[src/verilog/lpib_pkg.sv]
`default_nettype none
package lpib_pkg;
	// Own I/O window, LPC I/O addresses
	localparam logic [15:0] WIN_LO = 16'h0c80;
	localparam logic [15:0] WIN_HI = 16'h0ccf;
	// Companion super I/O ranges, never forwarded
	localparam logic [15:0] SIO_IDX_LO = 16'h002e;
	localparam logic [15:0] SIO_IDX_HI = 16'h002f;
	localparam logic [15:0] SIO_RT_LO = 16'h0c00;
	localparam logic [15:0] SIO_RT_HI = 16'h0c7f;
	// Memory forward limit, 24-bit expansion address space
	localparam logic [31:0] MEM_LIMIT = 32'h0100_0000;
	// Window parts, offsets from the window base
	localparam logic [6:0] OFF_GEN_HI = 7'h3b;
	localparam logic [6:0] OFF_TMR_BASE = 7'h3c;
	localparam logic [6:0] OFF_UART_BASE = 7'h40;
	// Register offsets
	localparam logic [6:0] OFF_TMR_CFG = 7'h03;
	localparam logic [6:0] OFF_TMR_STAT = 7'h04;
	localparam logic [6:0] OFF_EXP_CFG = 7'h09;
	localparam logic [6:0] OFF_MISC1 = 7'h10;
	localparam logic [6:0] OFF_DIO_MASK = 7'h1c;
	localparam logic [6:0] OFF_DIO_STAT = 7'h1e;
	localparam logic [6:0] OFF_DIO_CFG = 7'h20;
	localparam logic [6:0] OFF_AUX_OUT = 7'h23;
	localparam logic [6:0] OFF_AUX_STAT = 7'h26;
	localparam logic [6:0] OFF_WDT_CFG = 7'h28;
	localparam logic [6:0] OFF_AUX_CFG = 7'h2b;
	localparam logic [6:0] OFF_ENV_CFG = 7'h2d;
	localparam logic [6:0] OFF_ENV_STAT = 7'h2e;
	localparam logic [6:0] OFF_ISA_EN_LO = 7'h30;
	localparam logic [6:0] OFF_ISA_EN_HI = 7'h31;
	// Field positions
	localparam int CFG_EN = 7;
	localparam int CFG_SEL = 4;
	localparam int EXP_SEL = 6;
	localparam int EXP_EN = 3;
	localparam int EXP_STAT = 1;
	localparam int MISC1_KEEP = 1;
	localparam int ENV_TEST = 3;
	localparam int ENV_REPEAT = 7;
	// Expansion bus interrupt lines
	localparam logic [15:0] ISA_LINES = 16'hdef8;
	// Reset values
	localparam logic [7:0] RST_BYTE = 8'h00;
	localparam logic [15:0] RST_ISA_EN = 16'h0000;
	localparam logic [3:0] RST_CFG = 4'h0;
	// Synchroniser width: plat reset, 16 ISA, 4 UART, exp, thermal, battery
	localparam int SYNC_W = 24;
endpackage
`default_nettype wire

[src/verilog/lpib_top.sv]
`default_nettype none
module lpib_top (
	input wire logic clk_sys,
	input wire logic rstn,
	input wire logic plat_rst_n,
	input wire logic cyc_req,
	input wire logic cyc_io,
	input wire logic cyc_wr,
	input wire logic [31:0] cyc_addr,
	input wire logic [7:0] cyc_wdata,
	output logic cyc_claim,
	output logic cyc_wait,
	output logic cyc_done,
	output logic [7:0] cyc_rdata,
	output logic isa_req,
	output logic isa_io,
	output logic isa_wr,
	output logic [23:0] isa_addr,
	output logic [7:0] isa_wdata,
	input wire logic isa_ack,
	input wire logic [7:0] isa_rdata,
	output logic tmr_we,
	output logic tmr_re,
	output logic [1:0] tmr_addr,
	output logic [7:0] tmr_wdata,
	input wire logic [7:0] tmr_rdata,
	input wire logic [2:0] tmr_evt,
	input wire logic dio_evt,
	input wire logic aux_evt,
	input wire logic wdt_evt,
	input wire logic [15:0] isa_irq_pin,
	input wire logic [3:0] uart_irq_pin,
	input wire logic exp_irq_pin,
	input wire logic therm_pin,
	input wire logic batt_low_pin,
	output logic [15:0] irq_active,
	output logic [15:0] irq_level,
	output logic [7:0] aux_gpio_out
);
	// Level index from a three-bit select: 3,4,5,6,7,9,10,11
	function automatic logic [15:0] lvl_vec(input logic en, input logic [2:0] sel);
		logic [3:0] n;
		n = 4'h0;
		unique case (sel)
			3'h0: n = 4'h3;
			3'h1: n = 4'h4;
			3'h2: n = 4'h5;
			3'h3: n = 4'h6;
			3'h4: n = 4'h7;
			3'h5: n = 4'h9;
			3'h6: n = 4'ha;
			3'h7: n = 4'hb;
		endcase
		lvl_vec = en ? (16'h0001 << n) : 16'h0000;
	endfunction

	// Expansion serial interrupt: only levels 5, 7, 10, 11
	function automatic logic [15:0] exp_vec(input logic en, input logic [1:0] sel);
		logic [3:0] n;
		n = 4'h0;
		unique case (sel)
			2'h0: n = 4'h5;
			2'h1: n = 4'h7;
			2'h2: n = 4'ha;
			2'h3: n = 4'hb;
		endcase
		exp_vec = en ? (16'h0001 << n) : 16'h0000;
	endfunction

	// Synchronised pins
	logic [lpib_pkg::SYNC_W-1:0] pin_s;
	lpib_sync #(.W(lpib_pkg::SYNC_W)) u_sync (
		.clk_sys(clk_sys),
		.rstn(rstn),
		.d({batt_low_pin, therm_pin, exp_irq_pin, uart_irq_pin, isa_irq_pin, plat_rst_n}),
		.q(pin_s)
	);
	wire plat_n_s = pin_s[0];
	wire [15:0] isa_irq_s = pin_s[16:1];
	wire [3:0] uart_irq_s = pin_s[20:17];
	wire exp_irq_s = pin_s[21];
	wire [1:0] env_evt_s = pin_s[23:22];

	// Registers
	logic keep_r;
	logic [3:0] tmr_cfg_r, dio_cfg_r, aux_cfg_r, wdt_cfg_r, env_cfg_r;
	logic [2:0] tmr_mask_r, tmr_stat_r;
	logic dio_mask_r, dio_stat_r, aux_stat_r, wdt_stat_r, env_rep_r;
	logic [1:0] env_stat_r, env_mask_r;
	logic [1:0] exp_sel_r;
	logic exp_en_r;
	logic [15:0] isa_en_r;
	logic [3:0] uart_cfg_r [4];
	logic [7:0] aux_out_r;

	// Resets: platform from pin, sleep-aware follows platform unless kept
	wire plat_clr = !plat_n_s;
	// Platform domain reset: power-on or synchronised platform pin
	wire plat_rstn = rstn && plat_n_s;
	wire sleep_clr = plat_clr && !keep_r;

	// Cycle decode
	wire [15:0] io_a = cyc_addr[15:0];
	wire in_win = cyc_io && io_a >= lpib_pkg::WIN_LO && io_a <= lpib_pkg::WIN_HI;
	wire [6:0] off = 7'(io_a - lpib_pkg::WIN_LO);
	wire sio_hit = (io_a >= lpib_pkg::SIO_IDX_LO && io_a <= lpib_pkg::SIO_IDX_HI)
		|| (io_a >= lpib_pkg::SIO_RT_LO && io_a <= lpib_pkg::SIO_RT_HI);
	wire io_fwd = cyc_io && !in_win && !sio_hit;
	wire mem_fwd = !cyc_io && cyc_addr < lpib_pkg::MEM_LIMIT;
	wire fwd_busy;
	wire fwd_go = cyc_req && (io_fwd || mem_fwd) && !fwd_busy;
	wire own_go = cyc_req && in_win;
	wire reg_we = own_go && cyc_wr;
	wire reg_re = own_go && !cyc_wr;
	wire tmr_hit = off >= lpib_pkg::OFF_TMR_BASE && off < lpib_pkg::OFF_UART_BASE;
	wire uart_hit = off >= lpib_pkg::OFF_UART_BASE;
	wire [1:0] uart_idx = off[1:0];
	wire uart_cfg_hit = uart_hit && off[3:2] == 2'h0;

	// Write-one-clear strobes on status bytes and on the watchdog configuration byte
	function automatic logic w1c(input logic [6:0] o, input logic [6:0] r);
		w1c = o == r;
	endfunction
	wire [7:0] wd = cyc_wdata;
	wire [2:0] tmr_clr = (reg_we && w1c(off, lpib_pkg::OFF_TMR_STAT)) ? wd[2:0] : 3'h0;
	wire dio_clr = reg_we && w1c(off, lpib_pkg::OFF_DIO_STAT) && wd[0];
	wire aux_clr = reg_we && w1c(off, lpib_pkg::OFF_AUX_STAT) && wd[0];
	wire wdt_clr = reg_we && w1c(off, lpib_pkg::OFF_WDT_CFG) && wd[0];
	wire [1:0] env_clr = (reg_we && w1c(off, lpib_pkg::OFF_ENV_STAT)) ? wd[1:0] : 2'h0;
	wire env_test = reg_we && off == lpib_pkg::OFF_ENV_CFG && wd[lpib_pkg::ENV_TEST];
	wire [1:0] env_set = env_evt_s | {2{env_test}};
	wire env_rep_rd = reg_re && off == lpib_pkg::OFF_ENV_STAT;

	// Timer sub-block pass-through at fixed base
	assign tmr_we = reg_we && tmr_hit;
	assign tmr_re = reg_re && tmr_hit;
	assign tmr_addr = off[1:0];
	assign tmr_wdata = cyc_wdata;

	// Power-on domain: power keep bit
	always_ff @(posedge clk_sys or negedge rstn) begin
		if (!rstn) begin
			keep_r <= 1'b0;
		end else if (reg_we && off == lpib_pkg::OFF_MISC1) begin
			keep_r <= wd[lpib_pkg::MISC1_KEEP];
		end
	end

	// Sleep-aware domain: aux GPIO outputs
	always_ff @(posedge clk_sys or negedge rstn) begin
		if (!rstn) begin
			aux_out_r <= lpib_pkg::RST_BYTE;
		end else if (sleep_clr) begin
			aux_out_r <= lpib_pkg::RST_BYTE;
		end else if (reg_we && off == lpib_pkg::OFF_AUX_OUT) begin
			aux_out_r <= wd;
		end
	end
	assign aux_gpio_out = aux_out_r;

	// Platform domain configuration registers
	always_ff @(posedge clk_sys or negedge plat_rstn) begin
		if (!plat_rstn) begin
			tmr_cfg_r <= lpib_pkg::RST_CFG;
			dio_cfg_r <= lpib_pkg::RST_CFG;
			aux_cfg_r <= lpib_pkg::RST_CFG;
			wdt_cfg_r <= lpib_pkg::RST_CFG;
			env_cfg_r <= lpib_pkg::RST_CFG;
			tmr_mask_r <= '0;
			dio_mask_r <= 1'b0;
			env_mask_r <= '0;
			exp_sel_r <= '0;
			exp_en_r <= 1'b0;
			isa_en_r <= lpib_pkg::RST_ISA_EN;
		end else if (reg_we) begin
			unique case (off)
				lpib_pkg::OFF_TMR_CFG: {tmr_cfg_r, tmr_mask_r} <= {wd[7:4], wd[2:0]};
				lpib_pkg::OFF_DIO_CFG: dio_cfg_r <= wd[7:4];
				lpib_pkg::OFF_DIO_MASK: dio_mask_r <= wd[0];
				lpib_pkg::OFF_AUX_CFG: aux_cfg_r <= wd[7:4];
				lpib_pkg::OFF_WDT_CFG: wdt_cfg_r <= wd[7:4];
				lpib_pkg::OFF_ENV_CFG: {env_cfg_r, env_mask_r} <= {wd[7:4], wd[1:0]};
				lpib_pkg::OFF_EXP_CFG: begin
					exp_sel_r <= wd[lpib_pkg::EXP_SEL +: 2];
					exp_en_r <= wd[lpib_pkg::EXP_EN];
				end
				lpib_pkg::OFF_ISA_EN_LO: isa_en_r[7:0] <= wd & lpib_pkg::ISA_LINES[7:0];
				lpib_pkg::OFF_ISA_EN_HI: isa_en_r[15:8] <= wd & lpib_pkg::ISA_LINES[15:8];
				default: ;
			endcase
		end
	end

	// UART level selects, one per port
	genvar gi;
	generate
		for (gi = 0; gi < 4; gi++) begin : g_uart
			always_ff @(posedge clk_sys or negedge plat_rstn) begin
				if (!plat_rstn) begin
					uart_cfg_r[gi] <= lpib_pkg::RST_CFG;
				end else if (reg_we && uart_cfg_hit && uart_idx == 2'(gi)) begin
					uart_cfg_r[gi] <= wd[7:4];
				end
			end
		end
	endgenerate

	// Sticky status, set wins over write-one clear
	always_ff @(posedge clk_sys or negedge plat_rstn) begin
		if (!plat_rstn) begin
			tmr_stat_r <= '0;
			dio_stat_r <= 1'b0;
			aux_stat_r <= 1'b0;
			wdt_stat_r <= 1'b0;
			env_stat_r <= '0;
		end else begin
			tmr_stat_r <= tmr_evt | (tmr_stat_r & ~tmr_clr);
			dio_stat_r <= dio_evt | (dio_stat_r & !dio_clr);
			aux_stat_r <= aux_evt | (aux_stat_r & !aux_clr);
			wdt_stat_r <= wdt_evt | (wdt_stat_r & !wdt_clr);
			env_stat_r <= env_set | (env_stat_r & ~env_clr);
		end
	end

	// Repeat flag: event on an already set bit, cleared by reading
	always_ff @(posedge clk_sys or negedge plat_rstn) begin
		if (!plat_rstn) begin
			env_rep_r <= 1'b0;
		end else begin
			env_rep_r <= (|(env_set & env_stat_r)) || (env_rep_r && !env_rep_rd);
		end
	end

	// Source requests and their levels
	wire tmr_on = |(tmr_stat_r & tmr_mask_r);
	wire dio_on = dio_stat_r && dio_mask_r;
	wire env_on = |(env_stat_r & env_mask_r);
	wire [15:0] tmr_v = lvl_vec(tmr_cfg_r[3], tmr_cfg_r[2:0]);
	wire [15:0] dio_v = lvl_vec(dio_cfg_r[3], dio_cfg_r[2:0]);
	wire [15:0] aux_v = lvl_vec(aux_cfg_r[3], aux_cfg_r[2:0]);
	wire [15:0] wdt_v = lvl_vec(wdt_cfg_r[3], wdt_cfg_r[2:0]);
	wire [15:0] env_v = lvl_vec(env_cfg_r[3], env_cfg_r[2:0]);
	wire [15:0] exp_v = exp_vec(exp_en_r, exp_sel_r);
	logic [15:0] uart_v [4];
	logic [15:0] uart_act [4];
	generate
		for (gi = 0; gi < 4; gi++) begin : g_uv
			assign uart_v[gi] = lvl_vec(uart_cfg_r[gi][3], uart_cfg_r[gi][2:0]);
			assign uart_act[gi] = uart_irq_s[gi] ? uart_v[gi] : 16'h0000;
		end
	endgenerate
	wire [15:0] uart_en_all = uart_v[0] | uart_v[1] | uart_v[2] | uart_v[3];
	wire [15:0] uart_req_all = uart_act[0] | uart_act[1] | uart_act[2] | uart_act[3];

	// Shared levels OR together; slots active while any user enabled
	wire [15:0] act_nxt = tmr_v | dio_v | aux_v | wdt_v | env_v | exp_v | uart_en_all
		| isa_en_r;
	wire [15:0] lvl_nxt = ({16{tmr_on}} & tmr_v) | ({16{dio_on}} & dio_v)
		| ({16{aux_stat_r}} & aux_v) | ({16{wdt_stat_r}} & wdt_v)
		| ({16{env_on}} & env_v) | ({16{exp_irq_s}} & exp_v) | uart_req_all
		| (isa_irq_s & isa_en_r);

	always_ff @(posedge clk_sys or negedge rstn) begin
		if (!rstn) begin
			irq_active <= '0;
			irq_level <= '0;
		end else begin
			irq_active <= act_nxt;
			irq_level <= lvl_nxt & act_nxt;
		end
	end

	// Read selection; reserved offsets read zero
	logic [7:0] rd_val;
	always_comb begin
		rd_val = 8'h00;
		if (tmr_hit) begin
			rd_val = tmr_rdata;
		end else if (uart_cfg_hit) begin
			rd_val = {uart_cfg_r[uart_idx], 4'h0};
		end else if (!uart_hit) begin
			unique case (off)
				lpib_pkg::OFF_TMR_CFG: rd_val = {tmr_cfg_r, 1'b0, tmr_mask_r};
				lpib_pkg::OFF_TMR_STAT: rd_val = {5'h00, tmr_stat_r};
				lpib_pkg::OFF_EXP_CFG: rd_val = {exp_sel_r, 2'h0, exp_en_r, 1'b0,
					exp_irq_s, 1'b0};
				lpib_pkg::OFF_MISC1: rd_val = {6'h00, keep_r, 1'b0};
				lpib_pkg::OFF_DIO_MASK: rd_val = {7'h00, dio_mask_r};
				lpib_pkg::OFF_DIO_STAT: rd_val = {7'h00, dio_stat_r};
				lpib_pkg::OFF_DIO_CFG: rd_val = {dio_cfg_r, 4'h0};
				lpib_pkg::OFF_AUX_OUT: rd_val = aux_out_r;
				lpib_pkg::OFF_AUX_STAT: rd_val = {7'h00, aux_stat_r};
				lpib_pkg::OFF_WDT_CFG: rd_val = {wdt_cfg_r, 3'h0, wdt_stat_r};
				lpib_pkg::OFF_AUX_CFG: rd_val = {aux_cfg_r, 4'h0};
				lpib_pkg::OFF_ENV_CFG: rd_val = {env_cfg_r, 2'h0, env_mask_r};
				lpib_pkg::OFF_ENV_STAT: rd_val = {env_rep_r, 5'h00, env_stat_r};
				lpib_pkg::OFF_ISA_EN_LO: rd_val = isa_en_r[7:0];
				lpib_pkg::OFF_ISA_EN_HI: rd_val = isa_en_r[15:8];
				default: rd_val = 8'h00;
			endcase
		end
	end

	// Forwarding engine toward the expansion bus
	wire fwd_done;
	wire [7:0] fwd_rdata;
	lpib_fwd u_fwd (
		.clk_sys(clk_sys),
		.rstn(rstn),
		.start(fwd_go),
		.io(cyc_io),
		.wr(cyc_wr),
		.addr(cyc_addr[23:0]),
		.wdata(cyc_wdata),
		.busy(fwd_busy),
		.done(fwd_done),
		.rdata(fwd_rdata),
		.isa_req(isa_req),
		.isa_io(isa_io),
		.isa_wr(isa_wr),
		.isa_addr(isa_addr),
		.isa_wdata(isa_wdata),
		.isa_ack(isa_ack),
		.isa_rdata(isa_rdata)
	);

	// Cycle answer: claim now, wait while forwarding, data with done
	assign cyc_claim = own_go || fwd_go;
	assign cyc_wait = fwd_busy;
	always_ff @(posedge clk_sys or negedge rstn) begin
		if (!rstn) begin
			cyc_done <= 1'b0;
			cyc_rdata <= '0;
		end else begin
			cyc_done <= own_go || fwd_done;
			if (reg_re) begin
				cyc_rdata <= rd_val;
			end else if (fwd_done) begin
				cyc_rdata <= fwd_rdata;
			end else if (own_go) begin
				cyc_rdata <= 8'h00;
			end
		end
	end
endmodule
`default_nettype wire

[src/verilog/lpib_sync.sv]
`default_nettype none
module lpib_sync #(
	parameter int W = 1
) (
	input wire logic clk_sys,
	input wire logic rstn,
	input wire logic [W-1:0] d,
	output logic [W-1:0] q
);
	logic [W-1:0] meta_r;

	// Two flops; first stage feeds only the second
	always_ff @(posedge clk_sys or negedge rstn) begin
		if (!rstn) begin
			meta_r <= '0;
			q <= '0;
		end else begin
			meta_r <= d;
			q <= meta_r;
		end
	end
endmodule
`default_nettype wire

[src/verilog/lpib_fwd.sv]
`default_nettype none
module lpib_fwd (
	input wire logic clk_sys,
	input wire logic rstn,
	input wire logic start,
	input wire logic io,
	input wire logic wr,
	input wire logic [23:0] addr,
	input wire logic [7:0] wdata,
	output logic busy,
	output logic done,
	output logic [7:0] rdata,
	output logic isa_req,
	output logic isa_io,
	output logic isa_wr,
	output logic [23:0] isa_addr,
	output logic [7:0] isa_wdata,
	input wire logic isa_ack,
	input wire logic [7:0] isa_rdata
);
	typedef enum logic {FWD_IDLE, FWD_RUN} lpib_fwd_t;
	lpib_fwd_t st_r;

	// Wait state held while the expansion cycle runs
	assign busy = (st_r == FWD_RUN);
	assign isa_req = busy;

	// Latch cycle, wait for target acknowledge
	always_ff @(posedge clk_sys or negedge rstn) begin
		if (!rstn) begin
			st_r <= FWD_IDLE;
			isa_io <= 1'b0;
			isa_wr <= 1'b0;
			isa_addr <= '0;
			isa_wdata <= '0;
			rdata <= '0;
			done <= 1'b0;
		end else begin
			done <= 1'b0;
			unique case (st_r)
				FWD_IDLE: begin
					if (start) begin
						st_r <= FWD_RUN;
						isa_io <= io;
						isa_wr <= wr;
						isa_addr <= addr;
						isa_wdata <= wdata;
					end
				end
				FWD_RUN: begin
					if (isa_ack) begin
						st_r <= FWD_IDLE;
						rdata <= isa_wr ? 8'h00 : isa_rdata;
						done <= 1'b1;
					end
				end
			endcase
		end
	end
endmodule
`default_nettype wire

[config.mk]
export PLATFORM = sky130hd
export DESIGN_NAME = lpib_top
export DESIGN_NICKNAME = d
export VERILOG_FILES = /design/src/verilog/lpib_pkg.sv /design/src/verilog/lpib_top.sv /design/src/verilog/lpib_sync.sv /design/src/verilog/lpib_fwd.sv
export SDC_FILE = /design/constraint.sdc
export NUM_CORES = 1
export LEC_CHECK = 0
export CORE_MARGIN = 4
export CORE_UTILIZATION = 55
export CTS_CLUSTER_SIZE = 40
export DETAILED_ROUTE_END_ITERATION = 10
export DONT_BUFFER_PORTS = 1
export GPL_TIMING_DRIVEN = 0
export PLACE_DENSITY = 0.77
export SYNTH_ARGS = -nofsm -noshare
export SYNTH_HDL_FRONTEND = slang
export SYNTH_SLANG_ARGS = --single-unit
[constraint.sdc]
create_clock -name clk_sys -period 4.6 [get_ports clk_sys]
set_input_delay 0.23 -clock clk_sys [delete_from_list [all_inputs] [get_ports clk_sys]]
set_output_delay 0.23 -clock clk_sys [all_outputs]
set_load 0.05 [all_outputs]
==> results of run 1 <==
flip-flops by register name, indices dropped and copies added (netlist names), 3 cells and up:
name             count
aux_cfg_r            4
aux_gpio_out         8
cyc_rdata            8
dio_cfg_r            4
env_cfg_r            4
irq_active          16
irq_level           16
isa_en_r            11
tmr_cfg_r            4
tmr_mask_r           3
tmr_stat_r           3
u_fwd.isa_addr      24
u_fwd.isa_wdata      8
u_fwd.rdata          8
u_sync.meta_r       19
u_sync.q            19
uart_cfg_r          16
wdt_cfg_r            4
area by class of cell:
cell class | instances | area (um^2)
fill | 1460 | 6590
tap | 260 | 325
clock buffer | 17 | 425
sequential | 197 | 4930
multi-input combinational | 729 | 5330
buffer | 55 | 282
inverter | 45 | 169
timing repair buffer | 65 | 666
clock inverter | 15 | 240
per-stage QoR:
step	power, mW	setup WS [ns]	cell area, um^2
2_1_floorplan	2.47	2.27	10700
3_3_place_gp	2.54	1.42	11000
3_5_place_dp	2.55	1.85	11000
4_1_cts	4.26	1.83	12400
5_1_grt	4.39	1.61	12400
6_report	4.27	1.61	12400
cell usage in the layout, fill, tap and decap left out, types with 8 or more instances in the layout:
cell and instances:
dlygate4sd3_1 63, o22a_1 9, nand3b_1 24, mux2_2 92, a32oi_1 18, a21oi_1 12
mux2i_1 13, dfrtp_1 197, buf_2 12, ha_1 29, nand2b_1 20, nand3_1 41
inv_1 45, o21ai_0 29, clkbuf_16 17, xnor2_1 9, nor3_1 16, nor4_1 9
nor3_4 8, and3b_1 10, nand4b_1 8, clkbuf_1 26, buf_4 17, a31oi_1 14
nor2_1 76, nor2b_1 9, nand2_1 73, o22ai_1 78, o32a_1 11
final timing paths:
kind                                   startpoint       endpoint  slack, ns  cells past startpoint
worst min-delay path                 cyc_wdata[1]  env_stat_r[1]       0.02                      2
worst max-delay path                 tmr_cfg_r[0]   irq_level[4]       1.61                      7
worst min register to register  u_sync.meta_r[10]   u_sync.q[10]       0.35                      0
worst max register to register       tmr_cfg_r[0]   irq_level[4]       1.61                      7
min in group asynchronous                    rstn  irq_active[1]       0.39                      2
max in group asynchronous                    rstn     wdt_stat_r       2.75                      3
worst max-delay path: stages (launching register included):
cell and delay, ns:
dfrtp_1 0.55, inv_1 0.15, ha_1 0.40, and3b_1 0.20, a31oi_1 0.84, o32ai_1 0.20
a2111oi_0 0.37, nand2_1 0.13
timing repair:
action                                  CTS  global route
resized for setup                         0             0
endpoints found under the setup margin    0             0
hold buffers                             64             0
buffers inserted                          0             0
hold endpoints to repair                224             0
cell families (layout without fill, tap and decap cells):
| family | count (synthesis) | after routing | share of synthesized area (%) |
|---|---|---|---|
| and+or+nand+nor | 340 | 340 | 18.1 |
| xor gates and xnor gates | 9 | 9 | 0.736 |
| adders and majority gates | 29 | 29 | 3.39 |
| other | 1 | 2 | 0.0350 |
| DFF | 197 | 197 | 46.0 |
| muxes | 108 | 108 | 11.4 |
| buffers and inverters | 100 | 197 | 4.21 |
| AOI/OAI and AO/OA | 241 | 241 | 16.0 |
power breakdown:
group	internal, mW	switching [mW]
registers	1.85	0.416
clock network	0.786	0.887
logic	0.147	0.186
total	2.78	1.49
layer usage:
| layer | GRT usage [%] | wire [um] | part of all wire, % | vias to the layer above |
|---|---|---|---|---|
| li1 | - | - | - | 4001 |
| met5 | 0 | 0 | 0 | - |
| met2 | 52.9 | 17400 | 44 | 738 |
| met1 | 50.4 | 15900 | 40 | 4676 |
| met3 | 12.6 | 5110 | 13 | 116 |
| met4 | 10.5 | 1250 | 3.2 | 0 |
==> reports/metrics.cfg, run 1 <==
[power]
power_leakage_nw=5.09
vdd_drop_max_mv=0.249
p_per_area_nw_per_um2=345

[timing]
period_minus_slack_ns=2.99
worst_pin_slew_ns=1.18
max_freq_mhz=335
slew-limit-headroom_pct=21.3
setup_viol=0
fin_tns_setup_ns=0
finalMaxSlewViolations=0
worst_hold_slack_ns=0.0230
min_period_over_period_pct=64.9
rsz0062_at_grt=false
skew_ns=0.0198
hold_viol=0

[cts]
cts_sinks=197
cts_max_path_buffers=2
cts_made_buffers=17
clkTransAtPathRegs_ns=0.09
cts-root-buf=clkbuf_16
clkLatencyLatePin_ns=0.46
cts_tree=done
htree_levels=4

[yosys]
yosysTopAreaCellShare_pct=46.0
synth_area_um2=10700
synth_edf_count=0
ys_ff_latch=197
yosysMostFrequentCell=dfrtp_1
ys_top_cells_by_area=dfrtp_1 46%, mux2_2 9.7%, o22ai_1 4.6%, ha_1 3.4%, nor2_1 2.7%
ys_seq_area_share_pct=46.0
syn-instance-count=1025
synth.distinct_cells=77
syn_area_per_cell_um2=10.4
synthArstFlopShare_pct=100
synthTopCellsByCount=197 x dfrtp_1, 92 x mux2_2, 78 x o22ai_1
ys.flop_type=dfrtp_1
ys_warn_count=0
yosys.area.top_type=dfrtp_1

[drt]
wl_per_cell_um=28.6
routed_via_density=6.89
wl_mm=39.6
drt_first_pass_iters=8
ant_nets=0
vias=9531
drt_iter0_drc=1332
drc=0

[run_status]
status=complete, no violations

[cells_and_area]
post-route-util_pct=65.3
drive_gt1_share_pct=16.4
finalNonFillerCells=1383
diodes=0
areaGrowthSynthToFinish_pct=15.5
nets=1231

[global_route]
grt_pass1_wl_mm=58.9
grt.total_usage_pct=35.9
antenna_found_initial=1
grt_overflow=0
grt_start_max_net_pins=134
grt_pass1_vias=9272

[setup_path]
critical_path_arrival_ns=3.30
cp_max_fo=9
worstSetupEndpointType=flip-flop
crit_required_ns=4.91
path_class=flip-flop to flip-flop
start_kind=flip-flop

[floorplan]
num_rows=50
chipWidth_um=148
die_area_um2=21800
core_area_um2=19000
fp.dieH_um=148
initial_core_util_pct=56.5
io_pins=190

[placement]
routabilityCongestion=1.04
dp.cells=1287
portBuffers=0
hpwlAfterDp_mm=28.4

[worst_hold_path]
hp-class=input pin to flip-flop

[flow_run]
drv_cap=0

Note: power is estimated with default switching activity, not from simulation.
==> inputs of run 2 (changes only) <==
--- a/config.mk
+++ b/config.mk
@@ -11,7 +11,7 @@
 export DETAILED_ROUTE_END_ITERATION = 10
 export DONT_BUFFER_PORTS = 1
 export GPL_TIMING_DRIVEN = 0
-export PLACE_DENSITY = 0.77
+export PLACE_DENSITY = 0.8
 export SYNTH_ARGS = -nofsm -noshare
 export SYNTH_HDL_FRONTEND = slang
 export SYNTH_SLANG_ARGS = --single-unit
==> constraint.sdc (replaced) <==
create_clock -name clk_sys -period 2.4 [get_ports clk_sys]
set_input_delay 0.12 -clock clk_sys [delete_from_list [all_inputs] [get_ports clk_sys]]
set_output_delay 0.12 -clock clk_sys [all_outputs]
set_load 0.05 [all_outputs]
==> run 2 against run 1 <==
Compared with the run above:
- the flow now finishes with violations (hold timing, setup timing)
- largest cell class unchanged
- clock power increased by 85%
- design area increased by 1.8%
- worst hold slack got worse by 0.67 ns
- non-clock buffer count increased by 6
- critical path type unchanged
- total power increased by 88%
==> reports/metrics.cfg, run 2 (synthesis results as in run 1) <==
[run_status]
status=complete, but fails checks
violations=hold timing, setup timing

[timing]
worst_hold_slack_ns=-0.645
max_freq_mhz=413
skew_ns=0.0142
worst_slack_ns=-0.0215
min_period_over_period_pct=101
slew-limit-headroom_pct=36.6
rsz0062_at_grt=true
hold_viol=197
worst_pin_slew_ns=0.944
setup_viol=1
finalMaxSlewViolations=0
period_minus_slack_ns=2.42

[setup_path]
reg2reg_from=uart_cfg_r[12]
path_class=flip-flop to flip-flop
critical_path_arrival_ns=2.72
crit_required_ns=2.69
rrSetupSlack_ns=-0.02
cp_max_fo=7
r2r-end=irq_active[8]
start_kind=flip-flop
ff2ff_path_depth=7
worstSetupEndpointType=flip-flop

[placement]
hpwlAfterDp_mm=28.2
portBuffers=0
dp.cells=1286
routabilityCongestion=1.01
dpl_worst_slack_ns=-0.331

[cells_and_area]
regMostFlops=u_fwd.isa_addr
areaGrowthSynthToFinish_pct=17.6
largest_reg_flops=24
post-route-util_pct=66.4
top_regs=u_fwd.isa_addr (24), u_sync.meta_r (19), u_sync.q (19)
finalNonFillerCells=1389
final_cell_mix=195 x dfrtp_1, 92 x mux2_2, 78 x o22ai_1, 75 x nor2_1, 73 x nand2_1
diodes=0
fillCellCount=1387
nets=1237
drive_gt1_share_pct=19.1
mostFrequentLayoutCell=dfrtp_1

[global_route]
grt_pass1_wl_mm=59.4
grt_start_max_net_pins=134
grt.total_usage_pct=36.0
grt_pass1_vias=9424
antenna_found_initial=0
grt_overflow=0

[cts]
htree_levels=4
cts_tree=done
cts-root-buf=clkbuf_16
cts_sinks=197
cts_made_buffers=17
holdBufCountCts=65
clkTransAtPathRegs_ns=0.09
clkLatencyLatePin_ns=0.45
cts_max_path_buffers=2

[drt]
drc=0
wl_mm=40.2
drt_first_pass_iters=7
drt_iter0_drc=1787
vias=9660
routed_via_density=6.95
wl_per_cell_um=29.0
ant_nets=0

[floorplan]
die_area_um2=21800
num_rows=50
fp.dieH_um=148
initial_core_util_pct=56.5
core_area_um2=19000
chipWidth_um=148
io_pins=190

[power]
power_leakage_nw=5.12
power_mw=8.04
vdd_drop_max_mv=0.490
p_per_area_nw_per_um2=638

[flow_run]
drv_cap=0

[worst_hold_path]
hp-class=input pin to async pin

[run 2: cell count changes in the layout (fill, tap and decap cells not counted), moves of 4 or more]
cell | before | now
a21oi_1 | 12 | 8
a21oi_2 | 0 | 4
a31oi_1 | 14 | 9
a31oi_4 | 0 | 4
a32oi_1 | 18 | 12
buf_4 | 17 | 22
inv_12 | 1 | 5
inv_16 | 5 | 1
[run 2: layer usage]
| metal | up-vias | GRT usage, % | part of all wire, % |
|---|---|---|---|
| met4 | 0 | 11.4 | 4.0 |
| met2 | 771 | 52.9 | 43 |
| met5 | - | 0 | 0 |
| met3 | 165 | 11.8 | 13 |
| li1 | 4016 | - | - |
| met1 | 4708 | 50.8 | 40 |
[run 2: power by group]
group | total [mW] | switching (mW) | internal, mW
Sequential | 4.34 | 0.800 | 3.54
Clock | 3.09 | 1.61 | 1.48
Combinational | 0.611 | 0.330 | 0.280
Total | 8.04 | 2.74 | 5.30
[run 2: cell type report]
type | instances | area [um^2] | share of cell area [%]
multi-input cells | 729 | 5540 | 44.0
flip-flops and latches | 197 | 4930 | 39.2
repair buffers | 71 | 696 | 5.52
clock buffers | 17 | 425 | 3.38
well taps | 260 | 325 | 2.58
plain buffers | 55 | 288 | 2.29
clock inverters | 15 | 220 | 1.75
inverters | 45 | 169 | 1.34
[run 2: how the worst max path moves through the flow]
stage / from / end / slack (ns) / depth (start not counted)
after floorplan: u_sync.q[0] / aux_cfg_r[0] / 0.07 / 1
after global placement: u_sync.q[0] / env_cfg_r[2] / -0.79 / 1
after detailed placement: tmr_cfg_r[0] / irq_level[5] / -0.33 / 6
after CTS: wdt_cfg_r[0] / irq_active[7] / -0.01 / 7
after global routing: wdt_cfg_r[0] / irq_active[7] / -0.09 / 7
final: uart_cfg_r[12] / irq_active[8] / -0.02 / 7
[run 2: stage by stage]
step	setup TNS (ns)	hold WS, ns	cell area, um^2
after floorplan	0	-0.176	10700
after global placement	-53.61	-0.173	11000
after detailed placement	-2.16	-0.174	11000
after CTS	-0.0108	-0.656	12500
after global routing	-0.111	-0.666	12600
final	-0.0215	-0.645	12600
[run 2: critical path, stage by stage (launching register included)]
cell and delay [ns]:
dfrtp_1 0.47, inv_1 0.12, ha_1 0.37, nand2_1 0.09
o22a_1 0.48, o22ai_1 0.15, nor3_1 0.41, o211ai_1 0.16
[run 2: what timing repair did]
action	4_1_cts	5_1_grt
pin swaps	0	0
hold endpoints to repair	282	181
endpoints found under the setup margin	15	19
buffers inserted	0	6
resized for setup	20	22
==> inputs of run 3 (changes only) <==
--- a/config.mk
+++ b/config.mk
@@ -5,6 +5,7 @@
 export SDC_FILE = /design/constraint.sdc
 export NUM_CORES = 1
 export LEC_CHECK = 0
+export ABC_AREA = 1
 export CORE_MARGIN = 4
 export CORE_UTILIZATION = 55
 export CTS_CLUSTER_SIZE = 40
==> constraint.sdc (replaced) <==
create_clock -name clk_sys -period 2.4 [get_ports clk_sys]
set_input_delay 0.36 -clock clk_sys [delete_from_list [all_inputs] [get_ports clk_sys]]
set_output_delay 0.36 -clock clk_sys [all_outputs]
set_load 0.05 [all_outputs]
==> run 3 against run 2 <==
Compared with the run above:
- the run ends with hold timing left
- flip-flop and latch count unchanged
- cell count increased by 25%
- sequential power decreased by 1%
- worst hold slack improved by 0.26 ns
- first-iteration DRC count decreased by 42%
- setup slack improved by 0.20 ns
- critical endpoint is now cyc_claim
- largest cell class is now flip-flops and latches
- fmax increased by 9.1%
- global-route usage decreased by 2.6 points
- clock power increased by 2%
- combinational power decreased by 15%
==> reports/metrics.cfg, run 3 <==
[run_status]
status=complete, but fails checks
violations=hold timing

[yosys]
ys_warn_count=0
ys_top_cells_by_area=dfrtp_1 46%, nand2_1 16%, inv_1 5.7%, nor2_1 5.3%, o21ai_0 4.3%
ys_seq_area_share_pct=46.5
synthArstFlopShare_pct=100
yosys.area.top_type=dfrtp_1
yosysMostFrequentCell=nand2_1
ys_ff_latch=197
synthTopCellsByCount=440 x nand2_1, 197 x dfrtp_1, 162 x inv_1
ys.flop_type=dfrtp_1
yosysTopAreaCellShare_pct=46.5
syn_area_per_cell_um2=7.46
synth_edf_count=0
synth.distinct_cells=42
syn-instance-count=1422
synth_area_um2=10600

[floorplan]
die_area_um2=21600
core_area_um2=18800
num_rows=50
fp.dieH_um=147
initial_core_util_pct=56.3
io_pins=190
chipWidth_um=147

[drt]
ant_nets=0
vias=10083
drt_first_pass_iters=6
drt_iter0_drc=1029
drc=0
wl_mm=36.2
wl_per_cell_um=20.9
routed_via_density=5.81

[timing]
min_period_over_period_pct=92.5
period_minus_slack_ns=2.22
slew-limit-headroom_pct=35.8
finalMaxSlewViolations=0
max_freq_mhz=450
rsz0062_at_grt=false
worst_pin_slew_ns=0.955
setup_viol=0
worst_hold_slack_ns=-0.389
skew_ns=0.0176
hold_viol=132

[placement]
routabilityCongestion=1.00
portBuffers=0
dp.cells=1684
hpwlAfterDp_mm=28.4

[cells_and_area]
drive_gt1_share_pct=5.56
final_cell_mix=439 x nand2_1, 196 x dfrtp_1, 161 x inv_1, 147 x nor2_1, 91 x o21ai_0
largest_reg_flops=24
finalNonFillerCells=1736
regMostFlops=u_fwd.isa_addr
mostFrequentLayoutCell=nand2_1
top_regs=u_fwd.isa_addr (24), u_sync.meta_r (19), u_sync.q (19)
nets=1584
areaGrowthSynthToFinish_pct=11.4
diodes=0

[power]
power_leakage_nw=5.80
power_mw=7.94
p_int_mw=5.41
switchingPower_mw=2.53
pwr-share-clk_pct=39.6
p_per_area_nw_per_um2=672
vdd_drop_max_mv=0.714
p_seq_share_pct=53.9
power.share.switching_pct=31.9
combPwrFrac_pct=6.5

[global_route]
grt.total_usage_pct=33.4
grt_pass1_wl_mm=55.5
antenna_found_initial=0
grt_overflow=0
grt_pass1_vias=9447
grt_start_max_net_pins=134

[setup_path]
ff2ff_path_depth=9
worstSetupEndpointType=primary output
crit_family=flip-flops
path_depth=4
critical_path_arrival_ns=1.86
crit_chain=inv_2 > nand3_2 > buf_4 > nand2_2
cpPeakStageDelay_ns=0.53
cp_slowest_cell=dfrtp_2
cp_max_fo=10
crit_required_ns=2.04
path_class=flip-flop to primary output
start_kind=flip-flop
reg2reg_from=dio_cfg_r[0]
cp-endpoint=cyc_claim
crit_buf_inv=2
rrSetupSlack_ns=0.21
r2r-end=irq_active[7]
startpoint=u_fwd.busy

[cts]
clkTransAtPathRegs_ns=0.08
htree_levels=4
cts_max_path_buffers=2
cts-root-buf=clkbuf_16
cts_made_buffers=17
cts_tree=done
clkLatencyLatePin_ns=0.45
holdBufCountCts=20
cts_setup_buffers=0
cts_sinks=197

[flow_run]
drv_cap=0

[worst_hold_path]
hp-class=input pin to async pin

[run 3: cell count changes in the layout (fill, tap and decap cells not counted), moves of 44 or more]
cell           change
nand2_1          +366
inv_1            +116
mux2_2            -92
nor2_1            +72
o21ai_0           +62
nand4_1           +57
o22ai_1           -53
dlygate4sd3_1     -45
nand3_1           +44
[run 3: cell families after synthesis]
logic type | synth area share (%)
adder cells (fa/ha/maj) | 3.42
AND/OR/NAND/NOR | 32.9
AO/OA/AOI/OAI | 9.09
other | 0.0353
flip-flops | 46.5
buffers and inverters | 8.04
[run 3: final cells by class]
class                           instances  area (um^2)
Clock inverter                         13          215
Tap cell                              260          325
Timing Repair Buffer                   21          220
Multi-Input combinational cell       1017         4840
Fill cell                            1682         7010
Sequential cell                       197         4930
Clock buffer                           19          433
Inverter                              166          624
Buffer                                 43          229
[run 3: metrics by stage]
stage               instance area (um^2)  utilization [%]  setup WS (ns)  TNS, ns
detailed placement                 11000             58.2         -0.169   -0.169
CTS                                11800             62.7         0.0257        0
finish                             11800             62.8          0.180        0
floorplan                          10600                -          0.196        0
global placement                   10900             58.1         -0.492   -31.75
global route                       11800             62.8         0.0559        0
[run 3: per-layer routing]
layer | share of wire [%] | track usage, % | vias to the layer above | wire length [um]
met5 | 0 | 0 | - | 0
met4 | 2.3 | 8.84 | 0 | 844
met3 | 10 | 8.95 | 54 | 3800
met2 | 44 | 50.1 | 528 | 16100
met1 | 43 | 48.3 | 4806 | 15500
li1 | - | - | 4695 | -
[run 3: how the worst min path moves through the flow]
stage,to,slack (ns)
after floorplan,aux_gpio_out[0],0.06
after global placement,u_sync.q[5],0.07
after detailed placement,irq_active[8],0.07
after CTS,irq_active[11],-0.40
after global routing,u_fwd.isa_addr[9],-0.41
final,irq_active[8],-0.39
[run 3: timing repair]
| action | CTS | global route |
|---|---|---|
| gates resized for setup | 2 | 4 |
| endpoints found under the setup margin | 2 | 4 |
| pin swaps | 0 | 0 |
| endpoints found under the hold margin | 152 | 132 |
[run 3: power by group through the flow]
stage	clock network [mW]	registers [mW]	logic [mW]
floorplan	0	4.27	0.379
global placement	0	4.34	0.467
detailed placement	0	4.34	0.490
CTS	3.18	4.28	0.514
global route	3.31	4.30	0.595
finish	3.14	4.28	0.519
